`src/hdl/tsmc_pkg.sv`:
```
// Purpose: Shared constants and carriers for the test station multiplex control
// Assumes: Single 100 MHz clock, asynchronous active-high reset
// Notes: Station control register is reached through the processor bus strobes with station_control_sel
package tsmc_pkg;

   localparam int unsigned NUM_STATIONS = 4;
   localparam int unsigned BUS_W = 24;
   localparam int unsigned CTRL_W = 14;

   // Station control register field positions
   localparam int unsigned ADDR_LSB = 0;
   localparam int unsigned ADDR_W = 2;
   localparam int unsigned START_LSB = 2;
   localparam int unsigned MANUAL_LSB = 6;
   localparam int unsigned RESET_LSB = 10;

   localparam logic [1:0] ADDR_RESET = 2'h0;

   // Advance pulse train: 3 Hz at 100 MHz
   localparam int unsigned CLOCK_HZ = 100_000_000;
   localparam int unsigned ADVANCE_HZ = 3;
   localparam int unsigned ADVANCE_CYCLES = CLOCK_HZ / ADVANCE_HZ;

   typedef struct packed {
      logic [BUS_W-1:0] data;
      logic write_n;
      logic read_n;
   } tsmc_short_bus_t;

   typedef struct packed {
      logic [NUM_STATIONS-1:0] start_request;
      logic [NUM_STATIONS-1:0] manual_mode;
      logic [NUM_STATIONS-1:0] reset_switch;
      logic [NUM_STATIONS-1:0] advance_request_n;
   } tsmc_station_in_t;

endpackage : tsmc_pkg

```
`src/hdl/tsmc_multiplex_control.sv`:
```
// Purpose: Station addressing, manual and reset control plus data buffer
// Assumes: Station pins are asynchronous; processor strobes are on clock
// Notes: Register updates take one clock after the write strobe
// Notes on behaviour
// - Bits 1:0 hold the selected station address, read and write.
// - Each register write pulses start set, clearing the stop flag.
// - Address decodes to one head enable per station.
// - Bits 5:2 latch station start requests until serviced.
// - Start set with a station's enable clears that station's request.
// - Bits 9:6 show manual mode; manual output driven high too.
// - Bits 13:10 latch station reset switch presses.
// - Reset press on the on-line station pulses short bus reset.
// - Selecting a station by writing its address clears its reset bit.
// - CPU reset clears address and all latched bits.
// - Address change pulses analog reset clearing converter registers.
// - Rewriting the same address gives no analog reset.
// - Held advance in manual on line gives 3 Hz start requests.
// - Processor write or gate short-to-instr drives short bus; write follows.
// - Processor read or gate instr-to-short drives processor bus; read follows.
`timescale 1ns/1ps
module tsmc_multiplex_control #(
   parameter int unsigned ADVANCE_PERIOD = tsmc_pkg::ADVANCE_CYCLES
) (
   // Clock and reset
   input wire logic clock,
   input wire logic sys_rst,
   // Processor side bus
   input wire logic [tsmc_pkg::BUS_W-1:0] proc_bus_wdata,
   input wire logic proc_bus_write,
   input wire logic proc_bus_read,
   input wire logic gate_short_to_instr,
   input wire logic gate_instr_to_short,
   input wire logic station_control_sel,
   output logic [tsmc_pkg::BUS_W-1:0] proc_bus_rdata,
   output logic proc_bus_rdata_oe_n,
   // Short register bus
   input wire logic [tsmc_pkg::BUS_W-1:0] short_bus_rdata,
   output tsmc_pkg::tsmc_short_bus_t short_bus,
   output logic short_bus_data_oe_n,
   // Stations
   input wire tsmc_pkg::tsmc_station_in_t station_in,
   output logic [tsmc_pkg::NUM_STATIONS-1:0] head_enable,
   output logic [tsmc_pkg::NUM_STATIONS-1:0] station_manual,
   // Side effects
   output logic start_set_pulse_n,
   output logic short_bus_reset_n,
   output logic analog_reset
);

   localparam int unsigned NS = tsmc_pkg::NUM_STATIONS;

   typedef struct packed {
      tsmc_pkg::tsmc_station_in_t sync1;
      tsmc_pkg::tsmc_station_in_t sync2;
      logic [NS-1:0] reset_prev;
      logic [1:0] addr;
      logic [NS-1:0] start_req;
      logic [NS-1:0] manual;
      logic [NS-1:0] reset_lat;
      logic start_set;
      logic short_reset;
      logic anlg_reset;
      logic [tsmc_pkg::BUS_W-1:0] rdata;
      logic [tsmc_pkg::BUS_W-1:0] sdata;
      logic short_bus_write_n;
      logic short_bus_read_n;
   } tsmc_state_t;

   tsmc_state_t st_r;
   tsmc_state_t st_nxt;
   logic [NS-1:0] adv_pulse;
   logic [NS-1:0] adv_enable;
   logic ctrl_write;
   logic [NS-1:0] enable_dec;
   logic [NS-1:0] new_enable;
   logic [tsmc_pkg::CTRL_W-1:0] ctrl_read;

   ////////////////////////////////////////////////////////////////////////////
   // Advance dividers, one per station

   genvar gi;
   generate
      for (gi = 0; gi < NS; gi++) begin : g_adv
         assign adv_enable[gi] = st_r.manual[gi] & enable_dec[gi]
                                 & ~st_r.sync2.advance_request_n[gi];
         tsmc_advance_divider #(
            .PERIOD(ADVANCE_PERIOD)
         ) u_div (
            .clock(clock),
            .sys_rst(sys_rst),
            .enable(adv_enable[gi]),
            .advance_pulse_train(adv_pulse[gi])
         );
      end
   endgenerate

   ////////////////////////////////////////////////////////////////////////////
   // Decode and register read image

   assign ctrl_write = proc_bus_write & station_control_sel;

   always_comb begin
      enable_dec = '0;
      enable_dec[st_r.addr] = 1'b1;
      new_enable = '0;
      new_enable[proc_bus_wdata[tsmc_pkg::ADDR_LSB +: tsmc_pkg::ADDR_W]] = 1'b1;
      ctrl_read = '0;
      ctrl_read[tsmc_pkg::ADDR_LSB +: tsmc_pkg::ADDR_W] = st_r.addr;
      ctrl_read[tsmc_pkg::START_LSB +: NS] = st_r.start_req;
      ctrl_read[tsmc_pkg::MANUAL_LSB +: NS] = st_r.manual;
      ctrl_read[tsmc_pkg::RESET_LSB +: NS] = st_r.reset_lat;
   end

   ////////////////////////////////////////////////////////////////////////////
   // Next state

   always_comb begin
      logic [NS-1:0] rst_edge;
      rst_edge = '0;
      st_nxt = st_r;
      st_nxt.sync1 = station_in;
      st_nxt.sync2 = st_r.sync1;
      st_nxt.reset_prev = st_r.sync2.reset_switch;
      rst_edge = st_r.sync2.reset_switch & ~st_r.reset_prev;
      st_nxt.manual = st_r.sync2.manual_mode;
      st_nxt.start_set = ctrl_write;
      st_nxt.anlg_reset = 1'b0;
      st_nxt.short_reset = 1'b0;
      if (ctrl_write) begin
         st_nxt.addr = proc_bus_wdata[tsmc_pkg::ADDR_LSB +: tsmc_pkg::ADDR_W];
         st_nxt.anlg_reset = (st_nxt.addr != st_r.addr);
         st_nxt.start_req = st_r.start_req & ~new_enable;
         st_nxt.reset_lat = st_r.reset_lat & ~new_enable;
      end
      st_nxt.start_req = st_nxt.start_req | st_r.sync2.start_request | adv_pulse;
      st_nxt.reset_lat = st_nxt.reset_lat | rst_edge;
      st_nxt.short_reset = |(rst_edge & enable_dec);
      st_nxt.short_bus_write_n = proc_bus_write | gate_short_to_instr;
      st_nxt.sdata = proc_bus_wdata;
      st_nxt.short_bus_read_n = proc_bus_read | gate_instr_to_short;
      st_nxt.rdata = station_control_sel
                     ? {{(tsmc_pkg::BUS_W - tsmc_pkg::CTRL_W){1'b0}}, ctrl_read}
                     : short_bus_rdata;
   end

   always_ff @(posedge clock or posedge sys_rst) begin
      if (sys_rst) begin
         st_r <= '0;
         st_r.addr <= tsmc_pkg::ADDR_RESET;
      end else begin
         st_r <= st_nxt;
      end
   end

   ////////////////////////////////////////////////////////////////////////////
   // Outputs

   assign head_enable = enable_dec;
   assign station_manual = st_r.manual;
   assign start_set_pulse_n = ~st_r.start_set;
   assign short_bus_reset_n = ~st_r.short_reset;
   assign analog_reset = st_r.anlg_reset;
   assign short_bus.data = st_r.sdata;
   assign short_bus.write_n = ~st_r.short_bus_write_n;
   assign short_bus.read_n = ~st_r.short_bus_read_n;
   assign short_bus_data_oe_n = ~st_r.short_bus_write_n;
   assign proc_bus_rdata = st_r.rdata;
   assign proc_bus_rdata_oe_n = ~st_r.short_bus_read_n;

   ////////////////////////////////////////////////////////////////////////////
   // Checks

   a_start_set_write: assert property (@(posedge clock) disable iff (sys_rst)
      ctrl_write |=> !start_set_pulse_n) else $error("no start set after write");
   a_addr_stored: assert property (@(posedge clock) disable iff (sys_rst)
      ctrl_write |=> (st_r.addr == $past(proc_bus_wdata[1:0])))
      else $error("address not stored");
   a_head_onehot: assert property (@(posedge clock) disable iff (sys_rst)
      $onehot(head_enable) && head_enable[st_r.addr]) else $error("bad head enable");
   a_head_select: assert property (@(posedge clock) disable iff (sys_rst)
      ctrl_write |=> (head_enable == ({{(NS-1){1'b0}}, 1'b1} << $past(proc_bus_wdata[1:0]))))
      else $error("head enable not selected");
   a_reset_clear: assert property (@(posedge clock) disable iff (sys_rst)
      (ctrl_write && !(st_r.sync2.reset_switch[proc_bus_wdata[1:0]]
       && !st_r.reset_prev[proc_bus_wdata[1:0]]))
      |=> !st_r.reset_lat[st_r.addr]) else $error("reset bit not cleared");
   a_start_clear: assert property (@(posedge clock) disable iff (sys_rst)
      (ctrl_write && !st_r.sync2.start_request[proc_bus_wdata[1:0]]
       && !adv_pulse[proc_bus_wdata[1:0]])
      |=> !st_r.start_req[st_r.addr]) else $error("request not cleared");
   a_start_latch: assert property (@(posedge clock) disable iff (sys_rst)
      st_r.sync2.start_request[0] |=> st_r.start_req[0]) else $error("request lost");
   a_anlg_change: assert property (@(posedge clock) disable iff (sys_rst)
      (ctrl_write && proc_bus_wdata[1:0] != st_r.addr) |=> analog_reset)
      else $error("no analog reset");
   a_anlg_same: assert property (@(posedge clock) disable iff (sys_rst)
      (ctrl_write && proc_bus_wdata[1:0] == st_r.addr) |=> !analog_reset)
      else $error("spurious analog reset");
   a_reset_latch: assert property (@(posedge clock) disable iff (sys_rst)
      (st_r.sync2.reset_switch[1] && !st_r.reset_prev[1]) |=> st_r.reset_lat[1])
      else $error("reset press lost");
   a_short_reset: assert property (@(posedge clock) disable iff (sys_rst)
      (st_r.sync2.reset_switch[st_r.addr] && !st_r.reset_prev[st_r.addr] && !ctrl_write)
      |=> !short_bus_reset_n) else $error("no short reset");
   a_short_bus_write_n_follow: assert property (@(posedge clock) disable iff (sys_rst)
      proc_bus_write |=> !short_bus.write_n) else $error("short write missing");
   a_short_bus_read_n_follow: assert property (@(posedge clock) disable iff (sys_rst)
      gate_instr_to_short |=> !short_bus.read_n) else $error("short read missing");

endmodule : tsmc_multiplex_control

```
`src/hdl/tsmc_advance_divider.sv`:
```
// Purpose: Divider making the advance pulse train while the button is held
// Assumes: Enable is already synchronised to clock
// Notes: First pulse comes one period after the hold begins
`timescale 1ns/1ps
module tsmc_advance_divider #(
   parameter int unsigned PERIOD = tsmc_pkg::ADVANCE_CYCLES
) (
   // Clock and reset
   input wire logic clock,
   input wire logic sys_rst,
   // Control
   input wire logic enable,
   output logic advance_pulse_train
);

   typedef struct packed {
      logic [31:0] count;
      logic pulse;
   } tsmc_div_state_t;

   tsmc_div_state_t st_r;
   tsmc_div_state_t st_nxt;

   always_comb begin
      st_nxt = st_r;
      st_nxt.pulse = 1'b0;
      if (!enable) begin
         st_nxt.count = 32'h0000_0000;
      end else if (st_r.count == 32'(PERIOD - 1)) begin
         st_nxt.count = 32'h0000_0000;
         st_nxt.pulse = 1'b1;
      end else begin
         st_nxt.count = st_r.count + 32'h0000_0001;
      end
   end

   always_ff @(posedge clock or posedge sys_rst) begin
      if (sys_rst) begin
         st_r <= '0;
      end else begin
         st_r <= st_nxt;
      end
   end

   assign advance_pulse_train = st_r.pulse;

endmodule : tsmc_advance_divider

```
`config.mk`:
```
export PLATFORM = sky130hd
export DESIGN_NAME = tsmc_multiplex_control
export DESIGN_NICKNAME = d
export VERILOG_FILES = /design/src/hdl/tsmc_pkg.sv /design/src/hdl/tsmc_multiplex_control.sv /design/src/hdl/tsmc_advance_divider.sv
export SDC_FILE = /design/constraint.sdc
export NUM_CORES = 1
export LEC_CHECK = 0
export BUFFER_PORTS_ARGS = -buffer_cell sky130_fd_sc_hd__buf_2
export CAP_MARGIN = 25
export CELL_PAD_IN_SITES_DETAIL_PLACEMENT = 1
export CELL_PAD_IN_SITES_GLOBAL_PLACEMENT = 2
export CORE_ASPECT_RATIO = 1.75
export CORE_UTILIZATION = 41
export CTS_BUF_LIST = sky130_fd_sc_hd__clkbuf_8 sky130_fd_sc_hd__clkbuf_16
export DETAILED_ROUTE_END_ITERATION = 10
export HOLD_SLACK_MARGIN = 0.12
export PLACE_DENSITY_LB_ADDON = 0.25
export SKIP_LAST_GASP = 1
export SLEW_MARGIN = 20
export SYNTH_ARGS = -nofsm -noshare
export SYNTH_HDL_FRONTEND = slang
export SYNTH_SLANG_ARGS = --single-unit
```
`constraint.sdc`:
```
create_clock -name clock -period 11.6 [get_ports clock]
set_clock_uncertainty 0.05 [all_clocks]
set_input_delay 0.58 -clock clock [delete_from_list [all_inputs] [get_ports clock]]
set_output_delay 0.58 -clock clock [all_outputs]
set_load 0.02 [all_outputs]
```
==> flow_summary.toml, run 1 <==
[worst_setup_path]
critPathRequiredTime_ns = 12.01
startpoint_type = "flip-flop"
critPathCaptureType = "flip-flop"
crit_arrival_ns = 2.85
worstSetupPathType = "reg -> reg"
crit_fanout = 6

[timing]
rsz0062_at_grt = "false"
setup_violations = 0
period_needed_ns = 2.44
holdWs_ns = 0.102
max_freq_mhz = 410
timing.final.crit_share_pct = 21.0
hold_viol = 0
finalSetupTns_ns = 0
worst_pin_slew_ns = 0.907
drv_slew = 0
slew_headroom_pct = 39.6

[detailed_routing]
dr.first_iter.drc_count = 240
dr.pass1.iters = 5
wl_um = 27100
num_vias = 7728
vias_per_cell = 5.50
drc_errors = 0
postRouteAntennaNets = 0
wl_per_cell_um = 19.3

[clocking]
clockBufferDepth = 3
cts_made_buffers = 24
clkLatencyLatePin_ns = 0.54
cts_root_buffer = "clkbuf_16"
cts.sinks = 235
post-cts-setup-buffer-count = 0
tritoncts = "done"
htreeDepth = 1
clkTransAtPathRegs_ns = 0.07

[pwr]
p_total_mw = 1.76
p_int_mw = 1.35
ir_worst_vdd_uv = 99.6
p_clk_share_pct = 45.5
p_seq_share_pct = 48.5
power_frac_comb_pct = 6.0
p_switching_mw = 0.416
leakagePower_nw = 4.93
p_per_area_nw_per_um2 = 145
netSwitchingFraction_pct = 23.6

[global_routing]
grt_pass1_wl_um = 44300
grt_usage_pct = 21.8
grt_overflow = 0
antenna_found_initial = 0
grt_pass1_vias = 8511
grt_max_degree = 106

[floorplanning]
dieArea_um2 = 26000
die_height_um = 213
rows = 76
coreArea_um2 = 24700
start_util_pct = 42.0
chipWidth_um = 122
ios = 134

[placement]
place_congestion = 0.794
post-dp-hpwl_um = 18600
port_buffers = 133
placed_cell_area_um2 = 11000

[synth]
synth_top_family_by_area = "simple AND/OR/NAND/NOR gates"
synthAdderAreaFrac_pct = 0.964
yosys.area_share.simple_pct = 21.2
yosysUniqueCellTypes = 50
synth.area.top_cells = "dfrtp_1 57%, buf_4 3.9%, a21oi_1 3.1%"
syn_inst = 966
synth-compound-area-share_pct = 8.16
synthTopCellsByCount = "235 x dfrtp_1, 76 x nor2_1, 64 x a21oi_1"
ys_seq_area_share_pct = 56.6
synth_top_area_share_pct = 56.6
synthFlopType = "dfrtp_1"
ys_ff_latch = 235
synth_edf_count = 0
syn_area_per_cell_um2 = 10.8
async_flop_share_pct = 100
syn_area_um2 = 10400
synthMuxAreaShare_pct = 1.63
synth_xor_area_share_pct = 4.89
synth.most_common_cell = "dfrtp_1"
synth-warning-count = 0
yosys.area.top_type = "dfrtp_1"
syn-num-nets = 1045

[status]
status = "completed"

[layout]
layout-drive-gt1-share_pct = 19.6
diodes = 0
postLayoutCoreUtil_pct = 49.2
layout-area-overhead-vs-synth_pct = 17.1
num-nets-final = 1154
final_area_um2 = 12200

[min_path]
hold_path.class = "in -> async"

[flow_run]
drv_cap = 0
## flip-flops by register name, indices dropped and copies added (netlist names)
| signal | count |
|---|---|
| g_adv.u_div.advance_pulse_train | 4 |
| station_manual | 4 |
| st_r | 16 |
| proc_bus_rdata | 24 |
| analog_reset | 1 |
| g_adv.u_div.st_r | 128 |
| st_nxt | 24 |
| ctrl_read | 10 |
| short_bus | 24 |
## worst paths after layout
check / slack (ns) / cells after the start / endpoint / startpoint
max: 9.16 / 5 / g_adv[1].u_div.st_r[29] / g_adv[1].u_div.st_r[1]
min: 0.10 / 2 / st_nxt[58] / sys_rst
max reg2reg: 9.16 / 5 / g_adv[1].u_div.st_r[29] / g_adv[1].u_div.st_r[1]
min reg2reg: 0.29 / 0 / st_r[73] / st_nxt[73]
max in group asynchronous: 9.92 / 3 / st_nxt[82] / sys_rst
min in group clock: 0.18 / 2 / st_r[0] / proc_bus_read
## critical path, stage by stage (launching register included)
cell	delay [ns]
dfrtp_1	0.40
ha_1	0.25
nand3_1	0.25
nor4_1	0.60
or4b_2	0.63
a21oi_1	0.19
## timing repair
action / CTS / global route
endpoints found under the hold margin: 38 / 0
resized for setup: 0 / 0
hold buffers: 38 / 0
## kinds of logic after synthesis
kind of cell,count (synthesis)
fa+ha+maj,8
compound gates,144
buf+inv,122
flops,235
simple gates,384
mux,15
xor+xnor,58
## per-layer routing
layer	vias to the layer above	wire length [um]	track usage, %
met3	55	767	2.55
met4	0	733	7.49
li1	3621	-	-
met5	-	0	0
met1	3947	10000	23.7
met2	105	15600	42.2
## layout by cell type (no fill, tap or decap), types with 3 or more instances in the layout
master,instances
dfrtp_1,235
buf_2,133
nor2_1,76
a21oi_1,64
nand2_1,47
nand3_1,46
nand4_1,44
dlygate4sd3_1,38
o31ai_1,37
or4_1,35
o21ai_0,32
inv_1,31
xnor2_1,31
xor2_1,27
or3_1,26
clkbuf_16,24
nor4_1,18
mux2_2,15
and4_1,13
and3_1,12
nor2b_1,12
nor4b_1,11
nor3_1,10
ha_1,8
clkbuf_8,7
and2_1,6
buf_4,6
nor4bb_1,3
o31ai_4,3
and3_2,3
nand3b_1,3
or2_2,3
clkinvlp_4,3
## power groups by stage
stage	logic [mW]	registers (mW)	clock network, mW
after global routing	0.117	0.857	0.854
after detailed placement	0.0978	0.870	0
final	0.106	0.855	0.803
after floorplan	0.0726	0.863	0
after CTS	0.109	0.855	0.829
after global placement	0.0965	0.870	0
## metrics by stage
step	cells	setup WS, ns
after global placement	1323	9.22
after CTS	1404	9.10
after detailed placement	1323	9.12
after global routing	1404	8.99
final	1404	9.16
after floorplan	966	4.52
## layout make-up
class,count,area [um2]
well taps,312,390
flip-flops and latches,235,5880
multi-input cells,609,3870
clock buffers,31,697
inverters,28,113
clock inverters,12,124
repair buffers,177,1090
fillers,2759,12600
No activity file was read; power rests on OpenSTA's default activity.
==> run 2, diff against run 1 <==
- CORE_UTILIZATION: 41 -> 34
- clock period: 11.6 -> 2.15 ns (I/O delays scaled with it)
==> run 2 against run 1 <==
Sequential cell count unchanged. Count of clock-buffer cells in the layout down 6. Clock power rose to 5.5 times the previous value. Non-clock buffer count up 123. Register-to-register slack worse by 9.1 ns. Worst setup slack worse by 9.1 ns. Worst hold slack better by 0.044 ns. Critical path type unchanged.
==> flow_summary.toml, run 2 (synthesis gave the netlist of run 1 again) <==
[status]
status = "completed"

[pwr]
p_switching_mw = 2.31
p_int_mw = 7.42
leakagePower_nw = 5.55
p_total_mw = 9.72
power_frac_comb_pct = 7.3
p_clk_share_pct = 45.4
p_per_area_nw_per_um2 = 723
p_seq_share_pct = 47.3
ir_worst_vdd_uv = 613
netSwitchingFraction_pct = 23.7

[global_routing]
grt_usage_pct = 18.9
grt_pass1_vias = 8963
grt_use_met3_pct = 2.17
busiest_layer = "met2"
grt_pass1_wl_um = 46700
globalRouteMet2Util_pct = 37.8
antenna_found_initial = 0
grt_max_degree = 41
grt_overflow = 0
use_met1_pct = 20.0

[clocking]
tritoncts = "done"
clkLatencyLatePin_ns = 0.55
clkTransAtPathRegs_ns = 0.07
htreeDepth = 1
clockBufferDepth = 3
cts_made_buffers = 24
cts_root_buffer = "clkbuf_16"
cts.sinks = 235

[layout]
largest_reg_flops = 128
final_common_cell = "dfrtp_1"
mostFrequentLayoutCells = "235 x dfrtp_1, 133 x buf_2, 89 x dlygate4sd3_1"
diodes = 0
num-nets-final = 1277
regMostFlops = "g_adv.u_div.st_r"
layout-drive-gt1-share_pct = 24.2
layout-area-overhead-vs-synth_pct = 29.4

[floorplanning]
chipWidth_um = 134
start_util_pct = 34.6
rows = 84
coreArea_um2 = 30100
dieArea_um2 = 31300
ios = 134
die_height_um = 233

[placement]
place_congestion = 0.753
post-dp-hpwl_um = 20000
port_buffers = 133

[worst_setup_path]
critPathCaptureType = "flip-flop"
cpPeakStageDelay_ns = 0.47
path_cells = "nand4_1, or4_1, buf_4, or4_1, a21oi_1"
crit_fanout = 17
cp_common_cell = "or4_1"
slowest_stage = "or4_1"
crit_arrival_ns = 2.45
crit_buf_inv = 1
timing.rr.start = "g_adv[1].u_div.st_r[7]"
critPathRequiredTime_ns = 2.56
startpoint_type = "flip-flop"
cp_top_family = "simple AND/OR/NAND/NOR gates"
crit_start = "g_adv[1].u_div.st_r[7]"
worstSetupPathType = "reg -> reg"

[detailed_routing]
dr.pass1.iters = 4
vias_per_cell = 5.12
drc_errors = 0
dr.first_iter.drc_count = 197
postRouteAntennaNets = 0
num_vias = 8205
wl_um = 29000
wl_per_cell_um = 18.1

[timing]
worst_pin_slew_ns = 0.782
slew_headroom_pct = 47.8
setup_violations = 0
timing.final.crit_share_pct = 95.0
period_needed_ns = 2.04
drv_slew = 0
hold_viol = 0
rsz0062_at_grt = "false"
holdWs_ns = 0.146
max_freq_mhz = 489

[min_path]
min_from = "proc_bus_wdata[21]"
hold_path.class = "in -> reg"

[flow_run]
drv_cap = 0
-- run 2: cell count changes in the layout (fill, tap and decap cells not counted), moves of 2 or more --
cell,before,now
buf_4,6,69
dlygate4sd3_1,38,89
buf_12,0,9
clkinv_2,2,9
clkbuf_8,7,1
inv_1,31,28
bufinv_16,2,4
nand3_1,46,44
nand3_2,0,2
or3_1,26,24
or3_4,0,2
-- run 2: cell type report --
class                      instances  area (um2)
clock buffer                      25         614
clock inverter                    18         209
fill                            3382       16600
inverter                          28         109
multi-input combinational        609        3890
sequential                       235        5880
tap                              387         484
timing repair buffer             300        2250
-- run 2: final timing paths --
path                       depth (start not counted)  slack, ns                 endpoint
setup / recovery                                   5       0.11  g_adv[1].u_div.st_r[32]
hold / removal                                     2       0.15            short_bus[23]
setup reg to reg                                   5       0.11  g_adv[1].u_div.st_r[32]
hold reg to reg                                    0       0.28        station_manual[2]
max in group asynchronous                          4       1.17  g_adv[1].u_div.st_r[20]
min in group asynchronous                          3       0.21             ctrl_read[4]
-- run 2: timing repair --
| item | CTS | global route |
|---|---|---|
| hold buffers | 89 | 0 |
| hold endpoints to repair | 179 | 0 |
| setup buffers | 0 | 0 |
| resized for setup | 0 | 5 |
| setup endpoints to repair | 0 | 9 |
-- run 2: power by group through the flow --
stage               clock network, mW  registers (mW)  logic, mW
finish                           4.41            4.60      0.711
global route                     4.71            4.61      0.778
CTS                              4.58            4.60      0.719
detailed placement                  0            4.68      0.589
global placement                    0            4.68      0.581
floorplan                           0            4.66      0.392
-- run 2: per-stage QoR --
| stage | worst slack (ns) | instances | area, um2 | utilization [%] | setup TNS [ns] |
|---|---|---|---|---|---|
| detailed placement | 0.0492 | 1470 | 11700 | 38.9 | 0 |
| global placement | 0.116 | 1470 | 11700 | 38.9 | 0 |
| finish | 0.106 | 1602 | 13400 | 44.7 | 0 |
| floorplan | -1.09 | 966 | 10400 | - | -255.07 |
| global route | 0.00715 | 1602 | 13400 | 44.7 | 0 |
| CTS | 0.0275 | 1602 | 13400 | 44.7 | 0 |
-- run 2: per-layer routing --
metal	vias to the layer above	part of all wire (%)
met3	43	2.4
met1	4186	38
li1	3870	-
met4	0	2.5
met5	-	0
met2	106	57
